## src/pkg/flash_command_pkg.sv

```systemverilog
// constants for the flash command unlock front end
package flash_command_pkg;
    // register map (byte addresses)
    localparam logic [11:0] flash_command_reg_offset = 12'hff8;
    // page select sits in its own word so command writes cannot disturb it
    localparam logic [11:0] page_select_offset = 12'hffc;
    localparam logic [7:0] flash_command_reset = 8'h00;
    // command codes
    localparam logic [7:0] cmd_unlock_first = 8'h73;
    localparam logic [7:0] cmd_unlock_second = 8'h8c;
    localparam logic [7:0] cmd_page_erase = 8'h95;
    localparam logic [7:0] cmd_mass_erase = 8'h63;
    localparam logic [7:0] cmd_protect_access = 8'h5e;
    // status field positions
    localparam int status_state_lsb = 0;
    localparam int status_protect_bit = 4;
    localparam int status_page_busy_bit = 5;
    localparam int status_mass_busy_bit = 6;
    localparam int status_debug_bit = 7;
    // axi responses
    localparam logic [1:0] resp_okay = 2'h0;
    localparam logic [1:0] resp_slverr = 2'h2;
    // lock sequence states, gray along the unlock path
    typedef enum logic [1:0] {
        st_locked = 2'b00,
        st_first = 2'b01,
        st_unlocked = 2'b11
    } lock_state_type;
endpackage

```

## src/hdl/flash_command_seq.sv

```systemverilog
// command sequence checker for the flash command register
`timescale 1ns/10ps
`default_nettype none
module flash_command_seq (
    input wire logic aclk,
    input wire logic aresetn,
    input wire logic cmd_write,
    input wire logic [7:0] flash_command_field,
    input wire logic from_debug,
    output logic [1:0] lock_state,
    output logic page_erase_start,
    output logic mass_erase_start,
    output logic protect_access
);
    flash_command_pkg::lock_state_type state;
    flash_command_pkg::lock_state_type next_state;
    logic next_page;
    logic next_mass;
    logic next_protect;

    // next sequence state per command write
    always_comb begin
        next_state = state;
        next_page = 1'b0;
        next_mass = 1'b0;
        next_protect = protect_access;
        if (cmd_write) begin
            next_state = flash_command_pkg::st_locked;
            if (flash_command_field == flash_command_pkg::cmd_protect_access) begin
                next_protect = 1'b1;
                next_state = state;
            end else begin
                case (state)
                    flash_command_pkg::st_locked: begin
                        if (flash_command_field == flash_command_pkg::cmd_unlock_first) begin
                            next_state = flash_command_pkg::st_first;
                        end
                    end
                    flash_command_pkg::st_first: begin
                        if (flash_command_field == flash_command_pkg::cmd_unlock_second) begin
                            next_state = flash_command_pkg::st_unlocked;
                        end
                    end
                    flash_command_pkg::st_unlocked: begin
                        // third command consumes the unlock
                        if (flash_command_field == flash_command_pkg::cmd_page_erase) begin
                            next_page = 1'b1;
                        end else if (flash_command_field == flash_command_pkg::cmd_mass_erase) begin
                            next_mass = from_debug;
                        end
                    end
                    default: begin
                        next_state = flash_command_pkg::st_locked;
                    end
                endcase
            end
        end
    end

    // register state, locked after reset
    always_ff @(posedge aclk) begin
        if (!aresetn) begin
            state <= flash_command_pkg::st_locked;
            page_erase_start <= 1'b0;
            mass_erase_start <= 1'b0;
            protect_access <= 1'b0;
        end else begin
            state <= next_state;
            page_erase_start <= next_page;
            mass_erase_start <= next_mass;
            protect_access <= next_protect;
        end
    end

    assign lock_state = state;

    AST_SEQ_PAGE: assert property (@(posedge aclk) disable iff (!aresetn)
        page_erase_start |-> $past(state) == flash_command_pkg::st_unlocked)
        else $error("page erase without unlock");
    AST_SEQ_MASS: assert property (@(posedge aclk) disable iff (!aresetn)
        mass_erase_start |-> $past(from_debug) && $past(cmd_write))
        else $error("mass erase not from debug");
endmodule
`default_nettype wire

```

## src/hdl/flash_command_unlock.sv

```systemverilog
// axi4-lite front end for the flash command register and unlock sequence
`timescale 1ns/10ps
`default_nettype none
module flash_command_unlock #(
    parameter int page_width = 4
) (
    input wire logic aclk,
    input wire logic aresetn,
    input wire logic [11:0] s_axi_awaddr,
    input wire logic [2:0] s_axi_awprot,
    input wire logic s_axi_awvalid,
    output logic s_axi_awready,
    input wire logic [31:0] s_axi_wdata,
    input wire logic [3:0] s_axi_wstrb,
    input wire logic s_axi_wvalid,
    output logic s_axi_wready,
    output logic [1:0] s_axi_bresp,
    output logic s_axi_bvalid,
    input wire logic s_axi_bready,
    input wire logic [11:0] s_axi_araddr,
    input wire logic [2:0] s_axi_arprot,
    input wire logic s_axi_arvalid,
    output logic s_axi_arready,
    output logic [31:0] s_axi_rdata,
    output logic [1:0] s_axi_rresp,
    output logic s_axi_rvalid,
    input wire logic s_axi_rready,
    input wire logic debug_access,
    output logic page_erase_go,
    output logic mass_erase_go,
    output logic [page_width-1:0] erase_page,
    output logic protect_access_en
);
    // ------------------------------------------------------------
    // write channel
    // ------------------------------------------------------------
    logic aw_held;
    logic w_held;
    logic [11:0] aw_addr;
    logic [31:0] w_data;
    logic [3:0] w_strb;
    logic next_aw_held;
    logic next_w_held;
    logic [11:0] next_aw_addr;
    logic [31:0] next_w_data;
    logic [3:0] next_w_strb;
    logic next_bvalid;
    logic [1:0] next_bresp;
    logic do_write;
    logic cmd_write;
    logic page_write;
    logic dbg_sync1;
    logic dbg_sync2;
    logic [page_width-1:0] page_select;
    logic [page_width-1:0] next_page_select;
    logic [1:0] lock_state;
    logic page_start;
    logic mass_start;
    logic protect_en;

    // address decode shared by both channels
    function automatic logic is_addr(input logic [11:0] a, input logic [11:0] off);
        is_addr = (a[11:2] == off[11:2]);
    endfunction

    assign do_write = aw_held && w_held && !s_axi_bvalid;
    // low byte lane carries the command
    assign cmd_write = do_write && is_addr(aw_addr, flash_command_pkg::flash_command_reg_offset)
        && w_strb[0];
    assign page_write = do_write && is_addr(aw_addr, flash_command_pkg::page_select_offset) && w_strb[0];

    // hold address and data until both have arrived
    always_comb begin
        next_aw_held = aw_held;
        next_w_held = w_held;
        next_aw_addr = aw_addr;
        next_w_data = w_data;
        next_w_strb = w_strb;
        next_bvalid = s_axi_bvalid;
        next_bresp = s_axi_bresp;
        if (s_axi_awvalid && s_axi_awready) begin
            next_aw_held = 1'b1;
            next_aw_addr = s_axi_awaddr;
        end
        if (s_axi_wvalid && s_axi_wready) begin
            next_w_held = 1'b1;
            next_w_data = s_axi_wdata;
            next_w_strb = s_axi_wstrb;
        end
        if (do_write) begin
            next_aw_held = 1'b0;
            next_w_held = 1'b0;
            next_bvalid = 1'b1;
            if (is_addr(aw_addr, flash_command_pkg::flash_command_reg_offset)
                || is_addr(aw_addr, flash_command_pkg::page_select_offset)) begin
                next_bresp = flash_command_pkg::resp_okay;
            end else begin
                next_bresp = flash_command_pkg::resp_slverr;
            end
        end else if (s_axi_bvalid && s_axi_bready) begin
            next_bvalid = 1'b0;
        end
    end

    // page select register, addresses the page an erase may touch
    always_comb begin
        next_page_select = page_select;
        if (page_write) begin
            next_page_select = w_data[page_width-1:0];
        end
    end

    always_ff @(posedge aclk) begin
        if (!aresetn) begin
            aw_held <= 1'b0;
            w_held <= 1'b0;
            aw_addr <= 12'h000;
            w_data <= 32'h0000_0000;
            w_strb <= 4'h0;
            s_axi_bvalid <= 1'b0;
            s_axi_bresp <= flash_command_pkg::resp_okay;
            page_select <= '0;
        end else begin
            aw_held <= next_aw_held;
            w_held <= next_w_held;
            aw_addr <= next_aw_addr;
            w_data <= next_w_data;
            w_strb <= next_w_strb;
            s_axi_bvalid <= next_bvalid;
            s_axi_bresp <= next_bresp;
            page_select <= next_page_select;
        end
    end

    // ready while nothing is held for that channel
    always_ff @(posedge aclk) begin
        if (!aresetn) begin
            s_axi_awready <= 1'b0;
            s_axi_wready <= 1'b0;
        end else begin
            s_axi_awready <= !next_aw_held && !(s_axi_awvalid && s_axi_awready);
            s_axi_wready <= !next_w_held && !(s_axi_wvalid && s_axi_wready);
        end
    end

    // ------------------------------------------------------------
    // debug path marker and command sequencer
    // ------------------------------------------------------------
    always_ff @(posedge aclk) begin
        if (!aresetn) begin
            dbg_sync1 <= 1'b0;
            dbg_sync2 <= 1'b0;
        end else begin
            dbg_sync1 <= debug_access;
            dbg_sync2 <= dbg_sync1;
        end
    end

    flash_command_seq seq (
        .aclk(aclk),
        .aresetn(aresetn),
        .cmd_write(cmd_write),
        .flash_command_field(w_data[7:0]),
        .from_debug(dbg_sync2),
        .lock_state(lock_state),
        .page_erase_start(page_start),
        .mass_erase_start(mass_start),
        .protect_access(protect_en)
    );

    // outputs to the erase engine, page captured with the start
    always_ff @(posedge aclk) begin
        if (!aresetn) begin
            page_erase_go <= 1'b0;
            mass_erase_go <= 1'b0;
            erase_page <= '0;
            protect_access_en <= 1'b0;
        end else begin
            page_erase_go <= page_start;
            mass_erase_go <= mass_start;
            if (page_start) begin
                erase_page <= page_select;
            end
            protect_access_en <= protect_en;
        end
    end

    // ------------------------------------------------------------
    // read channel
    // ------------------------------------------------------------
    logic [31:0] next_rdata;
    logic [1:0] next_rresp;
    logic next_rvalid;
    logic [7:0] status;

    // status: state, protect, busy flags, debug
    always_comb begin
        status = 8'h00;
        status[flash_command_pkg::status_state_lsb +: 2] = lock_state;
        status[flash_command_pkg::status_protect_bit] = protect_en;
        status[flash_command_pkg::status_page_busy_bit] = page_erase_go;
        status[flash_command_pkg::status_mass_busy_bit] = mass_erase_go;
        status[flash_command_pkg::status_debug_bit] = dbg_sync2;
    end

    always_comb begin
        next_rdata = s_axi_rdata;
        next_rresp = s_axi_rresp;
        next_rvalid = s_axi_rvalid;
        if (s_axi_arvalid && s_axi_arready) begin
            next_rvalid = 1'b1;
            next_rresp = flash_command_pkg::resp_okay;
            if (is_addr(s_axi_araddr, flash_command_pkg::flash_command_reg_offset)) begin
                next_rdata = {24'h00_0000, status};
            end else if (is_addr(s_axi_araddr, flash_command_pkg::page_select_offset)) begin
                next_rdata = 32'h0000_0000;
                next_rdata[page_width-1:0] = page_select;
            end else begin
                next_rdata = 32'h0000_0000;
                next_rresp = flash_command_pkg::resp_slverr;
            end
        end else if (s_axi_rvalid && s_axi_rready) begin
            next_rvalid = 1'b0;
        end
    end

    always_ff @(posedge aclk) begin
        if (!aresetn) begin
            s_axi_rdata <= 32'h0000_0000;
            s_axi_rresp <= flash_command_pkg::resp_okay;
            s_axi_rvalid <= 1'b0;
            s_axi_arready <= 1'b0;
        end else begin
            s_axi_rdata <= next_rdata;
            s_axi_rresp <= next_rresp;
            s_axi_rvalid <= next_rvalid;
            s_axi_arready <= !next_rvalid && !(s_axi_arvalid && s_axi_arready);
        end
    end

    // ------------------------------------------------------------
    // checks
    // ------------------------------------------------------------
    AST_RESET_LOCKED: assert property (@(posedge aclk)
        !aresetn |=> lock_state == 2'b00 && !page_erase_go)
        else $error("not locked after reset");
    AST_UNLOCK_PAIR: assert property (@(posedge aclk) disable iff (!aresetn)
        $changed(lock_state) && lock_state == 2'b11 |-> $past(cmd_write)
        && $past(w_data[7:0]) == flash_command_pkg::cmd_unlock_second)
        else $error("unlock without second code");
    AST_PAGE_GO: assert property (@(posedge aclk) disable iff (!aresetn)
        cmd_write && lock_state == 2'b11 && w_data[7:0] == flash_command_pkg::cmd_page_erase
        |-> ##2 page_erase_go)
        else $error("page erase missing");
    AST_PAGE_ADDR: assert property (@(posedge aclk) disable iff (!aresetn)
        page_erase_go |-> erase_page == $past(page_select))
        else $error("wrong page erased");
    AST_MASS_GO: assert property (@(posedge aclk) disable iff (!aresetn)
        mass_erase_go |-> $past(lock_state, 2) == 2'b11
        && $past(w_data[7:0], 2) == flash_command_pkg::cmd_mass_erase)
        else $error("mass erase out of sequence");
    AST_MASS_DEBUG: assert property (@(posedge aclk) disable iff (!aresetn)
        cmd_write && !dbg_sync2 |-> ##2 !mass_erase_go)
        else $error("mass erase from core");
    AST_PROTECT: assert property (@(posedge aclk) disable iff (!aresetn)
        cmd_write && w_data[7:0] == flash_command_pkg::cmd_protect_access |-> ##2 protect_access_en)
        else $error("protect access not enabled");
    AST_RELOCK: assert property (@(posedge aclk) disable iff (!aresetn)
        cmd_write && lock_state == 2'b00 && w_data[7:0] != flash_command_pkg::cmd_unlock_first
        && w_data[7:0] != flash_command_pkg::cmd_protect_access |=> lock_state == 2'b00)
        else $error("bad command left unlocked");
    AST_RELOCK_THIRD: assert property (@(posedge aclk) disable iff (!aresetn)
        cmd_write && lock_state == 2'b11 && w_data[7:0] != flash_command_pkg::cmd_protect_access
        |=> lock_state == 2'b00)
        else $error("third command left unlocked");
    AST_STATUS_READ: assert property (@(posedge aclk) disable iff (!aresetn)
        s_axi_arvalid && s_axi_arready && is_addr(s_axi_araddr, flash_command_pkg::flash_command_reg_offset)
        |=> s_axi_rvalid && s_axi_rdata[1:0] == $past(lock_state))
        else $error("status read wrong");
    COV_UNLOCK: cover property (@(posedge aclk) disable iff (!aresetn) lock_state == 2'b11);
    COV_PAGE: cover property (@(posedge aclk) disable iff (!aresetn) page_erase_go);
    COV_MASS: cover property (@(posedge aclk) disable iff (!aresetn) mass_erase_go);
    COV_PROTECT: cover property (@(posedge aclk) disable iff (!aresetn) $rose(protect_access_en));
endmodule
`default_nettype wire

```

## config.mk

```make
export PLATFORM = sky130hd
export DESIGN_NAME = flash_command_unlock
export DESIGN_NICKNAME = d
export VERILOG_FILES = /design/src/pkg/flash_command_pkg.sv /design/src/hdl/flash_command_seq.sv /design/src/hdl/flash_command_unlock.sv
export SDC_FILE = /design/constraint.sdc
export NUM_CORES = 1
export LEC_CHECK = 0
export ABC_AREA = 1
export BUFFER_PORTS_ARGS = -buffer_cell sky130_fd_sc_hd__buf_4
export CAP_MARGIN = 10
export CORE_MARGIN = 4
export CORE_UTILIZATION = 41
export CTS_CLUSTER_DIAMETER = 60
export DETAILED_ROUTE_END_ITERATION = 8
export PLACE_DENSITY = 0.76
export SLEW_MARGIN = 5
export SYNTH_ARGS = -nofsm -noshare
export SYNTH_HDL_FRONTEND = slang
export SYNTH_SLANG_ARGS = --single-unit
```

## constraint.sdc

```tcl
create_clock -name aclk -period 1 [get_ports aclk]
set_input_delay 0.1 -clock aclk [delete_from_list [all_inputs] [get_ports aclk]]
set_output_delay 0.1 -clock aclk [all_outputs]
set_load 0.02 [all_outputs]
```

# After elaboration in Yosys (flattened, before gate mapping)
# Index checks and enable logic that the tools add are counted.
# Widths: inputs -> output; s select.
# op_classes
eq_ne,11
muxes,17
bitwise,5
reduce_logical,28
# op_table
operator,n
$eq 10x10->1 const B,4
$eq 8x7->1 const B,3
$eq 8x8->1 const B,2
$logic_and 1x1->1,14
$mux 1,10
$mux 2,4
$mux 8,1
$logic_not 1->1,7
$reduce_or 6->1,1
$not 1->1,5
$mux 4,1
$pmux 2 s2,1
$reduce_and 2->1,2
$reduce_or 4->1,1
$eq 2x1->1 const B,1
$eq 2x2->1 const B,1
$logic_not 2->1,1
$reduce_bool 2->1,1
$logic_or 1x1->1,1
# word_totals
ff_bits,82

# Longest topological paths before layout
# logic_depth
word_depth,6
mapped_depth,7
ltp_nobuf,7

# By module
# Synthesis repeated with hierarchy kept, for this count alone.
# unflattened
cells_unflattened,329
area_unflattened_um2,2428.6
# by_module_without_submodules
mod,n_inst,cells_each,area_per_inst_um2
flash_command_unlock,1,276,2104.5
flash_command_seq,1,53,324.1

# Worst setup path after synthesis
# No wires, ideal clock.
# synth_path
path_type,reg2reg
from,register s_axi_bvalid
to,register page_select[0]
setup_slack_ns,-0.104
setup_time_ns,0.113
stages_incl_launch_ff,7
t_arrival_ns,0.991
n_path_buf,0
required_ns,0.887
path_cell_list,dfxtp_1 > nor2_4 > inv_1 > nor2_1 > nand3_1 > nand2_1 > nor2_1
# synth_via
elab_chain_cells,4
# synth_lines
item,line_no,source
start: declaration,flash_command_unlock.sv:18,"output logic s_axi_bvalid,"
start signal: assignment,flash_command_unlock.sv:129,s_axi_bvalid <= next_bvalid;
$logic_not 1->1,flash_command_unlock.sv:66,assign do_write = aw_held && w_held && !s_axi_bvalid;
$logic_and 1x1->1,flash_command_unlock.sv:66,
$logic_and 1x1->1 (2 in series),flash_command_unlock.sv:70,"assign page_write = do_write && is_addr(aw_addr, flash_command_pkg::page_select_offset) && w_strb[0];"
end signal: assignment,flash_command_unlock.sv:131,page_select <= next_page_select;
end: declaration,flash_command_unlock.sv:54,logic [page_width-1:0] page_select;
# Every way passes these cells.
# A chain may end at the register's enable or synchronous reset.

# Worst setup path in the final report
# layout_path
from,register w_held
to,register seq.state[1] (netlist: seq.lock_state[1])
# layout_via
elab_chain_cells,5
# layout_lines
item,line_no,source
start: declaration,flash_command_unlock.sv:38,logic w_held;
start signal: assignment,flash_command_unlock.sv:125,w_held <= next_w_held;
$logic_and 1x1->1 (2 in series),flash_command_unlock.sv:66,
$logic_and 1x1->1,flash_command_unlock.sv:68,"assign cmd_write = do_write && is_addr(aw_addr, flash_command_pkg::flash_command_reg_offset)"
$logic_and 1x1->1,flash_command_unlock.sv:69,&& w_strb[0];
$reduce_and 2->1 (no source line),--,
end signal: assignment,flash_command_seq.sv:63,state <= flash_command_pkg::st_locked;
end signal: assignment,flash_command_seq.sv:68,state <= next_state;
end: declaration,flash_command_seq.sv:15,flash_command_pkg::lock_state_type state;
# Every way passes these cells.

==> results.py <==
metrics = {
    "run_status": {
        "outcome": "finished with violations",
        "violations": "negative setup slack",
    },
    "sta": {
        "finalCritPeriodShare": 1.122,
        "skew_ns": 0.008295,
        "whs_ns": 0.01872,
        "finalSetupViolCount": 9,
        "setup_tns_ns": -0.7360,
        "period_needed_ns": 1.122,
        "grt_setup_unrepaired": "yes",
        "hold_violations": 0,
        "drv_slew": 0,
        "layout_setup_ws_ns": -0.1216,
        "max_freq_ghz": 0.8916,
    },
    "clock_tree": {
        "clk_pin_slew_ns": 0.10,
        "numCtsBuffers": 5,
        "cts_root_buf": "clkbuf_8",
        "ctsHtreeMaxLevel": 2,
        "cts.path.max_buffers": 2,
        "cts_sinks": 54,
        "insertion_delay_ns": 0.31,
        "cts_tree": "built",
    },
    "floorplan": {
        "die_y_um": 83.81,
        "num_rows": 27,
        "start_util": 0.4252,
        "ioPinCount": 122,
        "dieArea_sq_um": 7023,
        "die_x_um": 83.81,
        "core-area_sq_um": 5540,
    },
    "synthesis": {
        "syn_inst": 318,
        "synth_edf_count": 0,
        "ys.flop_type": "dfxtp_1",
        "ys_seq_area_frac": 0.4588,
        "synth_cell_types": 25,
        "syn_area_per_cell_sq_um": 7.409,
        "yosysWarnings": 0,
        "synth_area_sq_um": 2356,
        "async_reset_ff_frac": 0,
        "ys_ff_latch": 54,
    },
    "setup_path": {
        "critPathTopFamily": "simple AND/OR/NAND/NOR gates",
        "crit_buf_inv": 0,
        "crit_slowest_cell": "dfxtp_2",
        "critPathRequiredTime_ns": 1.22,
        "critPathKind": "reg2reg",
        "worst_setup_path_start_kind": "register",
        "crit_path_end_kind": "register",
        "cp.arrival_ns": 1.34,
        "path_cells": "nand2_2, nor2_4, nand3_2, nor2_4, nand3_2, nand2_1, nor2_1",
        "slowest_delay_ns": 0.34,
        "worstPathMaxFanout": 5,
    },
    "global_routing": {
        "grt_max_degree": 21,
        "antenna_found_initial": 0,
        "grt.total_usage": 0.1499,
        "grt_remaining_overflow": 0,
        "grt_pass1_wl_mm": 8.735,
        "grt_pass1_vias": 2062,
    },
    "route": {
        "detail_route.iter0.violations": 110,
        "routed-via-count": 2144,
        "postRouteAntennaNets": 0,
        "viasPerCell": 4.542,
        "dr.pass1.iters": 4,
        "wl_mm": 5.154,
        "remaining_drc_errors": 0,
        "wl_per_cell_um": 10.92,
    },
    "power_and_ir_drop": {
        "leakage_nw": 1.491,
        "powerDensity_nw_per_um2": 1412,
        "ir_drop_mv": 0.8766,
    },
    "placement": {
        "place_area_sq_um": 2962,
        "pre_cts_ws_ns": -0.1237,
        "post-dp-hpwl_mm": 3.926,
        "routabilityCongestion": 0.8050,
        "port_buffers": 58,
    },
    "layout": {
        "finalInstanceArea_sq_um": 3173,
        "n_antenna_cell": 0,
        "nNetsFinal": 473,
        "final_layout_size_suffix_gt1_frac": 0.3375,
        "utilization": 0.5727,
        "area_delta_synth_final_pct": 34.68,
    },
    "run": {
        "cap_violations": 0,
    },
    "min_path": {
        "hold_path.class": "in2reg",
    },
}
-- power breakdown --
group / leakage, nW / switching [mW] / internal [mW]
Combinational: 0.987 / 0.367 / 0.288
Clock: 0.0587 / 0.747 / 0.760
Sequential: 0.445 / 0.0628 / 2.26
Total: 1.49 / 1.18 / 3.30
-- sequential cells by signal (all words and copies together), names as in the netlist, 2 cells and up --
register,cells
s_axi_rdata,8
erase_page,4
seq.lock_state,2
aw_addr,10
page_select,4
w_data,8
-- timing repair --
item	4_1_cts	5_1_grt
setup endpoints to repair	10	17
hold endpoints to repair	1	0
resized for setup	18	6
hold buffers	1	0
pin swaps	14	3
buffers inserted	1	1
-- per-stage QoR --
| step | total power [mW] | std cells |
|---|---|---|
| 2_1_floorplan | 2.779 | 343 |
| 5_1_grt | 4.689 | 472 |
| 6_report | 4.480 | 472 |
| 3_5_place_dp | 2.988 | 461 |
| 3_3_place_gp | 2.973 | 461 |
| 4_1_cts | 4.502 | 471 |
-- cells in the mapped netlist (3+ instances only) --
| cell type | number | share of area |
|---|---|---|
| a21oi_1 | 22 | 0.047 |
| buf_1 | 3 | 0.0048 |
| buf_4 | 27 | 0.086 |
| dfxtp_1 | 54 | 0.46 |
| inv_1 | 29 | 0.046 |
| inv_2 | 3 | 0.0048 |
| nand2_1 | 42 | 0.067 |
| nand2_2 | 3 | 0.0080 |
| nand3_1 | 19 | 0.040 |
| nand4_1 | 4 | 0.011 |
| nor2_1 | 60 | 0.096 |
| nor2_2 | 4 | 0.011 |
| nor3_1 | 4 | 0.0085 |
| o21ai_0 | 30 | 0.064 |
-- worst min-delay path, cell delays in order --
cell and delay (ns):
buf_4 0.07, inv_1 0.03, nand2_1 0.04, a21oi_1 0.05
-- placed cells by master (no fill, tap or decap), types with 14 or more instances in the layout --
master	Yosys	layout
inv_1	29	28
dfxtp_1	54	40
nor2_1	60	56
buf_4	27	78
o21ai_0	30	29
conb_1	1	26
dfxtp_2	0	14
nand3_1	19	16
nand2_1	42	37
a21oi_1	22	21
-- worst paths after layout --
| check | start | to | slack (ns) | cells after the start |
|---|---|---|---|---|
| setup / recovery | w_held | seq.lock_state[1] | -0.12 | 7 |
| hold / removal | s_axi_bready | s_axi_bvalid | 0.02 | 4 |
| setup reg to reg | w_held | seq.lock_state[1] | -0.12 | 7 |
| hold reg to reg | dbg_sync1 | dbg_sync2 | 0.42 | 2 |
-- per-layer routing --
layer  wire (um)  global-route usage  vias up
li1            -                   -     1118
met2        2631              0.2755       67
met1        2096              0.1653      954
met5           0                   0        -
met4          33             0.03509        0
met3         393             0.05035        5
-- logic make-up (layout without fill, tap and decap cells) --
family	count (synthesis)	count (layout)	share of synthesized area
buf+inv	66	123	0.1519
simple gates	142	142	0.2693
other cells	1	26	0.001592
flops	54	54	0.4588
compound gates	55	55	0.1184
-- final cells by class --
| cell class | count | area, sq um |
|---|---|---|
| sequential | 54 | 1099 |
| timing repair buffer | 83 | 658.1 |
| tap | 72 | 90.09 |
| fill | 519 | 2367 |
| clock buffer | 5 | 68.82 |
| clock inverter | 3 | 47.55 |
| multi-input combinational | 223 | 1087 |
| inverter | 32 | 122.6 |
No activity file was read; power rests on OpenSTA's default activity.
